### config.mk
export PLATFORM = sky130hd
export DESIGN_NAME = dma_channel_address_counter
export DESIGN_NICKNAME = d
export VERILOG_FILES = /design/src/core/dma_chan_pkg.sv /design/src/core/stream_buffer.sv /design/src/core/axil_slave_port.sv /design/src/core/dma_channel_address_counter.sv
export SDC_FILE = /design/constraint.sdc
export NUM_CORES = 1
export LEC_CHECK = 0
export ABC_AREA = 1
export BUFFER_PORTS_ARGS = -buffer_cell sky130_fd_sc_hd__buf_2
export CAP_MARGIN = 10
export CORE_MARGIN = 1
export CORE_UTILIZATION = 50
export CTS_BUF_LIST = sky130_fd_sc_hd__clkbuf_8
export DETAILED_ROUTE_END_ITERATION = 16
export GPL_ROUTABILITY_DRIVEN = 1
export PLACE_DENSITY = 0.7
export SLEW_MARGIN = 15
export SYNTH_ARGS = -nofsm -noshare
export SYNTH_HDL_FRONTEND = slang
export SYNTH_HIERARCHICAL = 1
export SYNTH_SLANG_ARGS = --single-unit
### constraint.sdc
create_clock -name clk -period 3.4 [get_ports clk]
set_input_delay 0.51 -clock clk [delete_from_list [all_inputs] [get_ports clk]]
set_output_delay 0.51 -clock clk [all_outputs]
set_load 0.02 [all_outputs]
### src/core/dma_chan_pkg.sv
// constants, types and helpers shared by the dma channel design files
package dma_chan_pkg;

  // ****************************************************************
  // widths
  // ****************************************************************
  localparam int ADDR_W = 32; // bus and memory address width
  localparam int DATA_W = 32; // bus and memory data width
  localparam int STRB_W = 4; // byte lanes of a data word
  localparam int COUNT_W = 16; // transfer count width

  // ****************************************************************
  // register byte offsets
  // ****************************************************************
  localparam logic [ADDR_W-1:0] OFS_POINTER = 32'h0000_0000;
  localparam logic [ADDR_W-1:0] OFS_COUNT = 32'h0000_0004;
  localparam logic [ADDR_W-1:0] OFS_ADDR_RELOAD = 32'h0000_0008;
  localparam logic [ADDR_W-1:0] OFS_COUNT_RELOAD = 32'h0000_000C;
  localparam logic [ADDR_W-1:0] OFS_MODE = 32'h0000_0010;
  localparam logic [ADDR_W-1:0] OFS_CONTROL = 32'h0000_0014;
  localparam logic [ADDR_W-1:0] OFS_STATUS = 32'h0000_0018;

  // ****************************************************************
  // field positions and reset values
  // ****************************************************************
  localparam int MODE_SIZE_LSB = 0; // item size field, two bits
  localparam int CTRL_ENABLE_BIT = 0; // channel_enable_command
  localparam int CTRL_DISABLE_BIT = 1; // channel_disable_command
  localparam int CTRL_ERR_CLEAR_BIT = 2; // clears the error flag
  localparam int STAT_ENABLED_BIT = 0;
  localparam int STAT_RELOAD_ZERO_BIT = 1;
  localparam int STAT_FINISHED_BIT = 2;
  localparam int STAT_ERROR_BIT = 3;
  localparam int STAT_BUSY_BIT = 4;
  localparam logic [ADDR_W-1:0] ADDR_RESET = 32'h0000_0000;
  localparam logic [COUNT_W-1:0] COUNT_RESET = 16'h0000;
  localparam logic [COUNT_W-1:0] COUNT_ONE = 16'h0001;
  localparam logic [COUNT_W-1:0] COUNT_ZERO = 16'h0000;

  // ****************************************************************
  // item sizes and address steps
  // ****************************************************************
  localparam logic [1:0] SIZE_BYTE = 2'h0;
  localparam logic [1:0] SIZE_HALF = 2'h1;
  localparam logic [1:0] SIZE_WORD = 2'h2;
  localparam logic [ADDR_W-1:0] STEP_BYTE = 32'h0000_0001;
  localparam logic [ADDR_W-1:0] STEP_HALF = 32'h0000_0002;
  localparam logic [ADDR_W-1:0] STEP_WORD = 32'h0000_0004;

  // ****************************************************************
  // axi4-lite response codes and channel bundles
  // ****************************************************************
  localparam logic [1:0] RESP_OKAY = 2'h0;
  localparam logic [1:0] RESP_SLVERR = 2'h2;

  // master to slave signals
  typedef struct packed {
    logic awvalid;
    logic [ADDR_W-1:0] awaddr;
    logic wvalid;
    logic [DATA_W-1:0] wdata;
    logic [STRB_W-1:0] wstrb;
    logic bready;
    logic arvalid;
    logic [ADDR_W-1:0] araddr;
    logic rready;
  } axi_req_type;

  // slave to master signals
  typedef struct packed {
    logic awready;
    logic wready;
    logic bvalid;
    logic [1:0] bresp;
    logic arready;
    logic rvalid;
    logic [DATA_W-1:0] rdata;
    logic [1:0] rresp;
  } axi_rsp_type;

  // one memory write request
  typedef struct packed {
    logic [ADDR_W-1:0] addr;
    logic [DATA_W-1:0] wdata;
    logic [1:0] size;
  } mem_cmd_type;

  // address step for an item size; the unused code steps a word
  function automatic logic [ADDR_W-1:0] size_step(input logic [1:0] sz);
    if (sz == SIZE_BYTE) begin
      return STEP_BYTE;
    end else if (sz == SIZE_HALF) begin
      return STEP_HALF;
    end else begin
      return STEP_WORD;
    end
  endfunction

  // merge written byte lanes into an old register value
  function automatic logic [DATA_W-1:0] apply_strobe(
    input logic [DATA_W-1:0] old_v,
    input logic [DATA_W-1:0] new_v,
    input logic [STRB_W-1:0] strb);
    logic [DATA_W-1:0] r;
    r = old_v;
    for (int i = 0; i < STRB_W; i++) begin
      if (strb[i]) begin
        r[i*8 +: 8] = new_v[i*8 +: 8];
      end
    end
    return r;
  endfunction

endpackage

### src/core/stream_buffer.sv
// small valid/ready fifo between the peripheral and the memory side
`timescale 1ns/100ps
`default_nettype none
module stream_buffer
  import dma_chan_pkg::*;
#(
  parameter int WIDTH = 32, // word width
  parameter int DEPTH = 2 // number of entries
) (
  input wire logic clk,
  input wire logic rst,
  input wire logic in_valid,
  output logic in_ready,
  input wire logic [WIDTH-1:0] in_data,
  output logic out_valid,
  input wire logic out_ready,
  output logic [WIDTH-1:0] out_data
);

  localparam int PW = (DEPTH > 1) ? $clog2(DEPTH) : 1; // pointer width
  localparam int CW = $clog2(DEPTH + 1); // fill level width

  logic [WIDTH-1:0] mem_q [DEPTH]; // storage
  logic [WIDTH-1:0] mem_d [DEPTH];
  logic [PW-1:0] wr_ptr_q, wr_ptr_d; // next slot to fill
  logic [PW-1:0] rd_ptr_q, rd_ptr_d; // oldest slot
  logic [CW-1:0] fill_q, fill_d; // words held
  logic push, pop;

  // handshakes: full refuses, empty shows nothing
  assign in_ready = (fill_q != CW'(DEPTH));
  assign out_valid = (fill_q != '0);
  assign out_data = mem_q[rd_ptr_q];
  assign push = in_valid && in_ready;
  assign pop = out_valid && out_ready;

  // next pointers, level and storage
  always_comb begin
    mem_d = mem_q;
    wr_ptr_d = wr_ptr_q;
    rd_ptr_d = rd_ptr_q;
    fill_d = fill_q;
    if (push) begin
      mem_d[wr_ptr_q] = in_data;
      wr_ptr_d = (wr_ptr_q == PW'(DEPTH - 1)) ? '0 : wr_ptr_q + 1'b1;
    end
    if (pop) begin
      rd_ptr_d = (rd_ptr_q == PW'(DEPTH - 1)) ? '0 : rd_ptr_q + 1'b1;
    end
    if (push && !pop) begin
      fill_d = fill_q + 1'b1;
    end else if (pop && !push) begin
      fill_d = fill_q - 1'b1;
    end
  end

  // register stage
  always_ff @(posedge clk) begin
    if (rst) begin
      wr_ptr_q <= '0;
      rd_ptr_q <= '0;
      fill_q <= '0;
    end else begin
      wr_ptr_q <= wr_ptr_d;
      rd_ptr_q <= rd_ptr_d;
      fill_q <= fill_d;
    end
    mem_q <= mem_d;
  end

endmodule
`default_nettype wire

### src/core/axil_slave_port.sv
// axi4-lite slave front end: turns bus beats into register strobes
`timescale 1ns/100ps
`default_nettype none
module axil_slave_port
  import dma_chan_pkg::*;
(
  input wire logic clk,
  input wire logic rst,
  input wire axi_req_type bus_req,
  output var axi_rsp_type bus_rsp,
  output logic wr_en,
  output logic [ADDR_W-1:0] wr_addr,
  output logic [DATA_W-1:0] wr_data,
  output logic [STRB_W-1:0] wr_strb,
  input wire logic wr_err,
  output logic [ADDR_W-1:0] rd_addr,
  input wire logic [DATA_W-1:0] rd_data,
  input wire logic rd_err
);

  logic aw_full_q, aw_full_d; // write address held
  logic [ADDR_W-1:0] aw_addr_q, aw_addr_d;
  logic w_full_q, w_full_d; // write data held
  logic [DATA_W-1:0] w_data_q, w_data_d;
  logic [STRB_W-1:0] w_strb_q, w_strb_d;
  logic bvalid_q, bvalid_d;
  logic [1:0] bresp_q, bresp_d;
  logic ar_full_q, ar_full_d; // read address held one cycle
  logic [ADDR_W-1:0] ar_addr_q, ar_addr_d;
  logic rvalid_q, rvalid_d;
  logic [DATA_W-1:0] rdata_q, rdata_d;
  logic [1:0] rresp_q, rresp_d;
  logic aw_take, w_take, ar_take, do_write;

  // ****************************************************************
  // channel handshakes
  // ****************************************************************
  assign aw_take = bus_req.awvalid && !aw_full_q;
  assign w_take = bus_req.wvalid && !w_full_q;
  assign ar_take = bus_req.arvalid && !ar_full_q && !rvalid_q;
  assign do_write = aw_full_q && w_full_q && !bvalid_q;
  assign wr_en = do_write;
  assign wr_addr = aw_addr_q;
  assign wr_data = w_data_q;
  assign wr_strb = w_strb_q;
  assign rd_addr = ar_addr_q;

  // response bundle
  always_comb begin
    bus_rsp.awready = !aw_full_q;
    bus_rsp.wready = !w_full_q;
    bus_rsp.bvalid = bvalid_q;
    bus_rsp.bresp = bresp_q;
    bus_rsp.arready = !ar_full_q && !rvalid_q;
    bus_rsp.rvalid = rvalid_q;
    bus_rsp.rdata = rdata_q;
    bus_rsp.rresp = rresp_q;
  end

  // next values: address and data in either order, one write at a time
  always_comb begin
    aw_full_d = aw_take ? 1'b1 : (do_write ? 1'b0 : aw_full_q);
    aw_addr_d = aw_take ? bus_req.awaddr : aw_addr_q;
    w_full_d = w_take ? 1'b1 : (do_write ? 1'b0 : w_full_q);
    w_data_d = w_take ? bus_req.wdata : w_data_q;
    w_strb_d = w_take ? bus_req.wstrb : w_strb_q;
    bvalid_d = bvalid_q && !bus_req.bready;
    bresp_d = bresp_q;
    if (do_write) begin
      bvalid_d = 1'b1;
      bresp_d = wr_err ? RESP_SLVERR : RESP_OKAY;
    end
    ar_full_d = ar_take;
    ar_addr_d = ar_take ? bus_req.araddr : ar_addr_q;
    rvalid_d = rvalid_q && !bus_req.rready;
    rdata_d = rdata_q;
    rresp_d = rresp_q;
    if (ar_full_q) begin
      rvalid_d = 1'b1;
      rdata_d = rd_err ? '0 : rd_data;
      rresp_d = rd_err ? RESP_SLVERR : RESP_OKAY;
    end
  end

  // register stage
  always_ff @(posedge clk) begin
    if (rst) begin
      aw_full_q <= 1'b0;
      w_full_q <= 1'b0;
      bvalid_q <= 1'b0;
      bresp_q <= RESP_OKAY;
      ar_full_q <= 1'b0;
      rvalid_q <= 1'b0;
      rdata_q <= '0;
      rresp_q <= RESP_OKAY;
      aw_addr_q <= '0;
      w_data_q <= '0;
      w_strb_q <= '0;
      ar_addr_q <= '0;
    end else begin
      aw_full_q <= aw_full_d;
      w_full_q <= w_full_d;
      bvalid_q <= bvalid_d;
      bresp_q <= bresp_d;
      ar_full_q <= ar_full_d;
      rvalid_q <= rvalid_d;
      rdata_q <= rdata_d;
      rresp_q <= rresp_d;
      aw_addr_q <= aw_addr_d;
      w_data_q <= w_data_d;
      w_strb_q <= w_strb_d;
      ar_addr_q <= ar_addr_d;
    end
  end

endmodule
`default_nettype wire

### src/core/dma_channel_address_counter.sv
// one dma channel: address pointer, item counter, reload and registers
//
// Chosen here: register access over AXI4-Lite and the register offsets.
`timescale 1ns/100ps
`default_nettype none
module dma_channel_address_counter
  import dma_chan_pkg::*;
(
  input wire logic clk,
  input wire logic rst,
  input wire axi_req_type bus_req,
  output var axi_rsp_type bus_rsp,
  input wire logic periph_valid,
  input wire logic [DATA_W-1:0] periph_data,
  output logic periph_ready,
  output logic mem_req,
  output var mem_cmd_type mem_cmd,
  input wire logic mem_ack,
  input wire logic mem_err
);

  typedef enum logic [0:0] {ST_IDLE, ST_WRITE} state_type;

  // ****************************************************************
  // state
  // ****************************************************************
  state_type state_q, state_d; // channel sequencer
  logic [ADDR_W-1:0] pointer_q, pointer_d; // memory_address_pointer
  logic [COUNT_W-1:0] count_q, count_d; // transfer_item_count
  logic [ADDR_W-1:0] areload_q, areload_d; // address_reload_value
  logic [COUNT_W-1:0] creload_q, creload_d; // count_reload_value
  logic [1:0] size_q, size_d; // item size field
  logic enabled_q, enabled_d; // channel running
  logic err_q, err_d; // sticky transfer error
  logic mem_req_q, mem_req_d; // request outstanding
  mem_cmd_type cmd_q, cmd_d; // request payload

  // bus side strobes
  logic wr_en, wr_err, rd_err;
  logic [ADDR_W-1:0] wr_addr, rd_addr;
  logic [DATA_W-1:0] wr_data, rd_data, merged;
  logic [STRB_W-1:0] wr_strb;
  logic wr_ptr, wr_cnt, wr_arl, wr_crl, wr_mode, wr_ctrl;
  logic cmd_en, cmd_dis, cmd_clr;

  // buffer side
  logic buf_valid, buf_ready, buf_in_ready;
  logic [DATA_W-1:0] buf_data;
  logic item_done, item_fail, reloading;
  logic [DATA_W-1:0] status_word;

  // ****************************************************************
  // sub blocks
  // ****************************************************************
  axil_slave_port u_bus (
    .clk(clk),
    .rst(rst),
    .bus_req(bus_req),
    .bus_rsp(bus_rsp),
    .wr_en(wr_en),
    .wr_addr(wr_addr),
    .wr_data(wr_data),
    .wr_strb(wr_strb),
    .wr_err(wr_err),
    .rd_addr(rd_addr),
    .rd_data(rd_data),
    .rd_err(rd_err)
  );

  stream_buffer #(.WIDTH(DATA_W), .DEPTH(2)) u_buf (
    .clk(clk),
    .rst(rst),
    .in_valid(periph_valid && enabled_q),
    .in_ready(buf_in_ready),
    .in_data(periph_data),
    .out_valid(buf_valid),
    .out_ready(buf_ready),
    .out_data(buf_data)
  );

  // peripheral is only accepted while the channel runs
  assign periph_ready = buf_in_ready && enabled_q;
  assign mem_req = mem_req_q;
  assign mem_cmd = cmd_q;

  // ****************************************************************
  // register decode
  // ****************************************************************
  always_comb begin
    wr_ptr = wr_en && (wr_addr == OFS_POINTER);
    wr_cnt = wr_en && (wr_addr == OFS_COUNT);
    wr_arl = wr_en && (wr_addr == OFS_ADDR_RELOAD);
    wr_crl = wr_en && (wr_addr == OFS_COUNT_RELOAD);
    wr_mode = wr_en && (wr_addr == OFS_MODE);
    wr_ctrl = wr_en && (wr_addr == OFS_CONTROL);
    // status is read only: writes accepted and ignored
    wr_err = !(wr_ptr || wr_cnt || wr_arl || wr_crl || wr_mode ||
               wr_ctrl || (wr_addr == OFS_STATUS));
    cmd_en = wr_ctrl && wr_strb[0] && wr_data[CTRL_ENABLE_BIT];
    cmd_dis = wr_ctrl && wr_strb[0] && wr_data[CTRL_DISABLE_BIT];
    cmd_clr = wr_ctrl && wr_strb[0] && wr_data[CTRL_ERR_CLEAR_BIT];
  end

  // status word from live state
  always_comb begin
    status_word = '0;
    status_word[STAT_ENABLED_BIT] = enabled_q;
    status_word[STAT_RELOAD_ZERO_BIT] = (creload_q == COUNT_ZERO);
    status_word[STAT_FINISHED_BIT] = (count_q == COUNT_ZERO) &&
                                     (creload_q == COUNT_ZERO);
    status_word[STAT_ERROR_BIT] = err_q;
    status_word[STAT_BUSY_BIT] = (state_q == ST_WRITE);
  end

  // read mux: every register but control shows its live value
  always_comb begin
    rd_err = 1'b0;
    if (rd_addr == OFS_POINTER) begin
      rd_data = pointer_q;
    end else if (rd_addr == OFS_COUNT) begin
      rd_data = DATA_W'(count_q);
    end else if (rd_addr == OFS_ADDR_RELOAD) begin
      rd_data = areload_q;
    end else if (rd_addr == OFS_COUNT_RELOAD) begin
      rd_data = DATA_W'(creload_q);
    end else if (rd_addr == OFS_MODE) begin
      rd_data = DATA_W'(size_q);
    end else if (rd_addr == OFS_CONTROL) begin
      rd_data = '0; // command bits read as zero
    end else if (rd_addr == OFS_STATUS) begin
      rd_data = status_word;
    end else begin
      rd_data = '0;
      rd_err = 1'b1;
    end
  end

  // ****************************************************************
  // channel sequencer and counters
  // ****************************************************************
  assign item_done = (state_q == ST_WRITE) && mem_ack && !mem_err;
  assign item_fail = (state_q == ST_WRITE) && mem_ack && mem_err;
  assign buf_ready = (state_q == ST_WRITE) && mem_ack;

  always_comb begin
    state_d = state_q;
    pointer_d = pointer_q;
    count_d = count_q;
    areload_d = areload_q;
    creload_d = creload_q;
    size_d = size_q;
    mem_req_d = mem_req_q;
    cmd_d = cmd_q;
    merged = '0;
    reloading = 1'b0;
    case (state_q)
      // issue a write when running, items remain and a word waits
      ST_IDLE: begin
        if (count_q == COUNT_ZERO && creload_q != COUNT_ZERO) begin
          reloading = 1'b1;
        end else if (enabled_q && count_q != COUNT_ZERO &&
                     buf_valid) begin
          mem_req_d = 1'b1;
          cmd_d.addr = pointer_q;
          cmd_d.wdata = buf_data;
          cmd_d.size = size_q;
          state_d = ST_WRITE;
        end
      end
      // hold the request until the memory answers
      ST_WRITE: begin
        if (mem_ack) begin
          mem_req_d = 1'b0;
          state_d = ST_IDLE;
          if (!mem_err) begin
            pointer_d = pointer_q + size_step(cmd_q.size);
            count_d = count_q - COUNT_ONE;
            reloading = (count_q == COUNT_ONE) &&
                        (creload_q != COUNT_ZERO);
          end
        end
      end
      default: begin
        state_d = ST_IDLE;
      end
    endcase
    // second buffer follows: reload value consumed once
    if (reloading) begin
      pointer_d = areload_q;
      count_d = creload_q;
      creload_d = COUNT_ZERO;
    end
    // software writes take precedence over the counters
    if (wr_ptr) begin
      pointer_d = apply_strobe(pointer_q, wr_data, wr_strb);
    end
    if (wr_cnt) begin
      merged = apply_strobe(DATA_W'(count_q), wr_data, wr_strb);
      count_d = merged[COUNT_W-1:0];
    end
    if (wr_arl) begin
      areload_d = apply_strobe(areload_q, wr_data, wr_strb);
    end
    if (wr_crl) begin
      merged = apply_strobe(DATA_W'(creload_q), wr_data, wr_strb);
      creload_d = merged[COUNT_W-1:0];
    end
    if (wr_mode && wr_strb[0]) begin
      size_d = wr_data[MODE_SIZE_LSB +: 2];
    end
  end

  // error flag: hardware set beats software clear; enable: any clear beats set
  always_comb begin
    enabled_d = enabled_q;
    if (cmd_en) begin
      enabled_d = 1'b1;
    end
    if (cmd_dis || item_fail) begin
      enabled_d = 1'b0;
    end
    err_d = (err_q && !cmd_clr) || item_fail;
  end

  // register stage
  always_ff @(posedge clk) begin
    if (rst) begin
      state_q <= ST_IDLE;
      pointer_q <= ADDR_RESET;
      count_q <= COUNT_RESET;
      areload_q <= ADDR_RESET;
      creload_q <= COUNT_RESET;
      size_q <= SIZE_BYTE;
      enabled_q <= 1'b0;
      err_q <= 1'b0;
      mem_req_q <= 1'b0;
      cmd_q <= '0;
    end else begin
      state_q <= state_d;
      pointer_q <= pointer_d;
      count_q <= count_d;
      areload_q <= areload_d;
      creload_q <= creload_d;
      size_q <= size_d;
      enabled_q <= enabled_d;
      err_q <= err_d;
      mem_req_q <= mem_req_d;
      cmd_q <= cmd_d;
    end
  end
endmodule
`default_nettype wire

### Yosys cells after proc, flatten, opt, wreduce, memory -nomap -nowiden

Index checks and enable logic that the tools add are counted.

| storage, ports and cells | value |
|---|---|
| register bits | 377 |
| output and inout bits | 109 |
| logic and storage cells | 227 |

| cells by class | value |
|---|---|
| add/sub/neg operators | 6 |
| $lt $le $gt $ge | 3 |
| equality and inequality tests | 28 |
| mux-type cells | 65 |
| bitwise operators | 4 |
| reduce and logical (&&, ||, !) cells | 84 |

Operator list:

| operator | count |
|---|---|
| $mux 32 | 16 |
| $eq 32x5->1 const B | 6 |
| $eq 32x4->1 const B | 4 |
| $mux 16 | 8 |
| $bwmux 64 | 1 |
| $eq 32x3->1 const B | 2 |
| $logic_not 32->1 | 2 |
| $logic_and 1x1->1 | 35 |
| $add 32x32->32 | 1 |
| $demux 32 s1 | 1 |
| $logic_not 16->1 | 2 |
| $mux 8 | 4 |
| $reduce_bool 16->1 | 2 |
| $reduce_and 4->1 | 6 |
| $mux 1 | 23 |
| $eq 16x1->1 const B | 1 |
| $ne 2x1->1 const B | 8 |
| $sub 16x1->16 const B | 1 |
| $mux 5 | 3 |
| $reduce_and 2->1 | 6 |
| $reduce_bool 3->1 | 4 |
| $logic_not 1->1 | 10 |
| $reduce_bool 2->1 | 5 |
| $logic_or 1x1->1 | 8 |
| other kinds (16) | 31 |

### Depth between registers and ports, before layout

| depth | value |
|---|---|
| depth in word-level cells | 12 |
| depth in mapped cells | 16 |
| depth with buffers taken out | 16 |

### Cells and area by module

The synthesis kept the hierarchy.

By module, submodules not included:

| module | times used | cells an instance | area each (sq um) | sequential area each (sq um) |
|---|---|---|---|---|
| dma_channel_address_counter | 1 | 1651 | 10054.6 | 3363.2 |
| axil_slave_port | 1 | 682 | 5109.9 | 2782.7 |
| stream_buffer | 1 | 202 | 2580.0 | 2001.9 |

### Least setup slack after synthesis

Ideal clock, no wire load.

| path | value |
|---|---|
| kind | input port to flip-flop |
| start | input periph_valid |
| end | register u_buf/mem_q[0] (netlist bit), enable pin |
| library setup time | 0.421 ns |
| data arrival time | 2.059 ns |
| data required time | 2.979 ns |
| setup slack | 0.920 ns |
| stages | 4 |
| path through | nand2_1 -> inv_1 -> nand2_4 -> nor2_1 |

| on the way | value |
|---|---|
| cells in the longest elaborated chain, start to end | 2 |

Ends and longest elaborated chain:

| item | RTL line | RTL |
|---|---|---|
| start: declaration | dma_channel_address_counter.sv:13 | `input wire logic periph_valid,` |
| $logic_and 1x1->1 | dma_channel_address_counter.sv:73 | `.in_valid(periph_valid && enabled_q),` |
| $logic_and 1x1->1 | stream_buffer.sv:34 | `assign push = in_valid && in_ready;` |
| end signal: assignment | stream_buffer.sv:68 | `mem_q <= mem_d;` |
| end: declaration | stream_buffer.sv:23 | `logic [WIDTH-1:0] mem_q [DEPTH];` |

Every way passes these cells.
A chain may end at the register's enable or synchronous reset.

### Final worst setup path

| path | value |
|---|---|
| start | register u_bus.ar_addr_q[21], in the netlist u_bus/rd_addr[21] |
| end | register u_bus.rdata_q[13] |

| on the way | value |
|---|---|
| cells in the longest elaborated chain, start to end | 9 |
| elaborated cells on any way between the ends | 19 |
| classes of those cells | eq/ne (6); mux (12); reduce/logical (1) |

Ends and longest elaborated chain:

| item | RTL line | RTL |
|---|---|---|
| start: declaration | axil_slave_port.sv:29 | `logic [ADDR_W-1:0] ar_addr_q, ar_addr_d;` |
| start signal: assignment | axil_slave_port.sv:112 | `ar_addr_q <= ar_addr_d;` |
| $eq 32x5->1 | dma_channel_address_counter.sv:130 | `end else if (rd_addr == OFS_STATUS) begin` |
| $mux 1 | dma_channel_address_counter.sv:130 |  |
| $mux 1 | dma_channel_address_counter.sv:128 | `end else if (rd_addr == OFS_CONTROL) begin` |
| $mux 1 | dma_channel_address_counter.sv:126 | `end else if (rd_addr == OFS_MODE) begin` |
| $mux 1 | dma_channel_address_counter.sv:124 | `end else if (rd_addr == OFS_COUNT_RELOAD) begin` |
| $mux 1 | dma_channel_address_counter.sv:122 | `end else if (rd_addr == OFS_ADDR_RELOAD) begin` |
| $mux 1 | dma_channel_address_counter.sv:120 | `end else if (rd_addr == OFS_COUNT) begin` |
| $mux 1 (*) | dma_channel_address_counter.sv:118 | `if (rd_addr == OFS_POINTER) begin` |
| via rd_err | dma_channel_address_counter.sv:39 | `logic wr_en, wr_err, rd_err;` |
| $mux 32 (*) | axil_slave_port.sv:80 | `rdata_d = rd_err ? '0 : rd_data;` |
| end signal: assignment | axil_slave_port.sv:107 | `rdata_q <= rdata_d;` |
| end: declaration | axil_slave_port.sv:31 | `logic [DATA_W-1:0] rdata_q, rdata_d;` |

The timed path passes the listed nets; every way through them passes the cells marked *.

==> metrics.md <==
| Metric | Value |
|---|---|
| Fmax | `332.3 MHz` |
| Least-Margin Pin Slew | `1.032 ns` |
| Setup-failing EPs final | `0` |
| Startpoint types | `flip-flop` |
| EDFF count, synth | `64` |
| Power Total | `9.053 mW` |
| Final ANT Viol Nets | `0` |
| Average size of a mapped cell | `7.000 um2` |
| GRT Util Overall | `0.2977` |
| DP Wirelength | `38.33 mm` |
| Layout cells sized above 1 | `0.1445` |
| Crit-path max cell delay | `0.69 ns` |
| Drt total wl | `53.91 mm` |
| Period utilisation layout | `0.8851` |
| Global placer's final weighted congestion | `1.040` |
| Static Leak | `9.363 nW` |
| Yosys cell types | `43` |
| Max transition margin | `0.3117` |
| H-tree Lvls | `2` |
| CTS tree | `done` |
| Cell Pwr Density | `439.6 nW/um2` |
| Final std cells w/o fill | `3280` |
| Largest net degree at the start of global routing | `113` |
| Clock sink total | `375` |
| Sw frac | `0.2533` |
| RSZ-0062 raised after global routing | `false` |
| Die width | `190.4 um` |
| Outcome | `complete, no violations` |
| Clock Path Buffers | `3` |
| Core ar. | `34710 um2` |
| Total gr overflow | `0` |
| Worst hold path type | `in2reg` |
| Minimum hold slack | `0.05294 ns` |
| Cell area after synthesis | `17740 um2` |
| Rows | `68` |
| Sequential share of power | `0.522` |
| Crit Path Max Fanout | `33` |
| Reg-to-reg slack, setup | `0.39 ns` |
| Max-slew violation count | `0` |
| CP cell instances | `nor2_1, nand2_1, nor2_1, nand2_1, nor2_4, nand2_1, nand2_1, nor3_1, nor2_4, nand2_1, a21oi_1` |
| Post-CTS resize count | `0` |
| Sequential share of the synthesized area | `0.4592` |
| Slowest library cell on the worst path | `nor2_4` |
| Drc violations | `0` |
| Fin crit period | `3.009 ns` |
| Clk_skew | `0.01720 ns` |
| Most frequent cells in the layout | `615 x nand2_1, 535 x nor2_1, 311 x dfxtp_1` |
| Most Frequent Cell on Critical Path | `nand2_1` |
| Critical path arrival | `3.60 ns` |
| Synth warn | `6` |
| Critical Path Sink Type | `flip-flop` |
| Clk_lat worst skew | `0.67 ns` |
| Psw | `2.293 mW` |
| Die height | `190.4 um` |
| Fillers | `3336` |
| FF+latch count, synth | `375` |
| DR pass1 iterations | `7` |
| Setup ws final | `0.3905 ns` |
| Setup WS pre-CTS | `0.5041 ns` |
| Total die area | `36250 um2` |
| Global-route wire length before repair | `85.08 mm` |
| Initial Utilization | `0.5112` |
| Routed vias | `17480` |
| Clock-pin slew on the worst setup and hold paths | `0.06 ns` |
| Area of the multi-input gates | `8178 um2` |
| Async SR Flop Fraction | `0` |
| DRT iter0 DRCs | `1333` |
| Setup TNS | `0 ns` |
| Logic pwr share | `0.065` |
| Internal cell power | `6.760 mW` |
| Top_reg_cell synth | `dfxtp_1` |
| Final Hold Viols | `0` |
| Number of instances in the placed design | `3137` |
| Top Ports | `251` |
| Peak supply drop | `0.3238 mV` |
| Crit path kind | `reg2reg` |
| Most common cell after layout, fill and taps aside | `nand2_1` |
| Vias in the first global route | `16220` |
| Vias per cell | `5.329` |
| Num CTS Buffers | `61` |
| Max_cap viols | `0` |
| Clock Tree Root | `clkbuf_8` |
| Final nets | `2926` |
| Antenna violations before repair | `12` |
| Register area | `8148 um2` |
| Clk pwr share | `0.413` |
| Wire per inst | `16.44 um` |
| Count of input and output buffers | `248` |
| Req. time, crit path | `3.99 ns` |
| Cells after Synth | `2535` |
| Synth-to-layout area growth | `16.05%` |
[area by class of cell]
class                      count  share of cell area
clock inverter                37            0.008385
sequential                   375              0.3957
tap                          455             0.02765
clock buffer                  72             0.04812
timing repair buffer         303             0.08543
antenna                        2           0.0002430
inverter                     204             0.03737
multi-input combinational   1832              0.3971
[timing repair]
item                       in CTS  in global routing
buffers inserted                0                  0
hold endpoints to repair       62                  2
setup endpoints to repair       0                  0
hold buffers                   31                  1
[Yosys cell counts, drive strengths merged (5+ instances only)]
cell type	number	share of area
a21oi	166	0.047
buf	71	0.026
clkbuf	54	0.011
dfxtp	311	0.35
edfxtp	64	0.11
ha	6	0.0042
inv	203	0.043
nand2	633	0.14
nand3	151	0.044
nand4	14	0.0061
nor2	549	0.12
nor3	21	0.0068
o211ai	11	0.0047
o21ai	220	0.062
o22ai	5	0.0018
o32ai	16	0.0079
or2	5	0.0018
xor2	23	0.011
[worst max-delay path, delay by kind of cell (launching register included)]
family	cells	cell delay (ns)
AO/OA/AOI/OAI	1	0.16
AND/OR/NAND/NOR	10	2.43
flip-flops	1	0.31
[layer usage]
| layer | routed length (um) | part of all wire | track usage |
|---|---|---|---|
| met4 | 2033 | 0.038 | 0.1154 |
| met2 | 23710 | 0.44 | 0.4648 |
| met3 | 4622 | 0.086 | 0.07159 |
| met5 | 118 | 0.0022 | 0 |
| met1 | 23420 | 0.43 | 0.3962 |
[power groups by stage]
stage	clock network, mW	logic [mW]	registers (mW)
2_1_floorplan	0	0.371	4.77
3_3_place_gp	0	0.541	4.81
3_5_place_dp	0	0.554	4.81
4_1_cts	3.80	0.583	4.72
5_1_grt	4.01	0.661	4.73
6_report	3.74	0.587	4.72
[final timing paths]
path                                        start                end  depth (start not counted)
worst max register to register  u_bus/rd_addr[21]  u_bus/rdata_q[13]                         11
worst min register to register   u_bus/rdata_q[9]   u_bus/rdata_q[9]                          2
worst min-delay path                   bus_req[0]     u_bus/rvalid_q                          2
worst max-delay path            u_bus/rd_addr[21]  u_bus/rdata_q[13]                         11
[state kept, by name, summed over array words and instances, names as in the netlist, 4 cells and up]
| signal | count |
|---|---|
| u_bus/wr_data | 32 |
| u_bus/rdata_q | 32 |
| areload_q | 32 |
| u_bus/wr_addr | 32 |
| u_bus/wr_strb | 4 |
| u_bus/rd_addr | 32 |
| pointer_q | 32 |
| mem_cmd | 66 |
| creload_q | 16 |
| u_buf/mem_q | 64 |
| count_q | 16 |
[logic make-up after synthesis]
kind of cell,share of synthesized area
XOR/XNOR,0.01135
AND/OR/NAND/NOR,0.3187
adder cells (fa/ha/maj),0.005359
AO/OA/AOI/OAI,0.1245
buffers and inverters,0.08074
other,0.0002113
flip-flops,0.4592
[stage by stage]
stage / area (um2) / util
final: 20590 / 0.5932
after global routing: 20590 / 0.5932
after CTS: 20580 / 0.5928
after detailed placement: 19100 / 0.5503
after global placement: 19100 / 0.5503
after floorplan: 17750 / -
(Power assumes the default switching activity.)
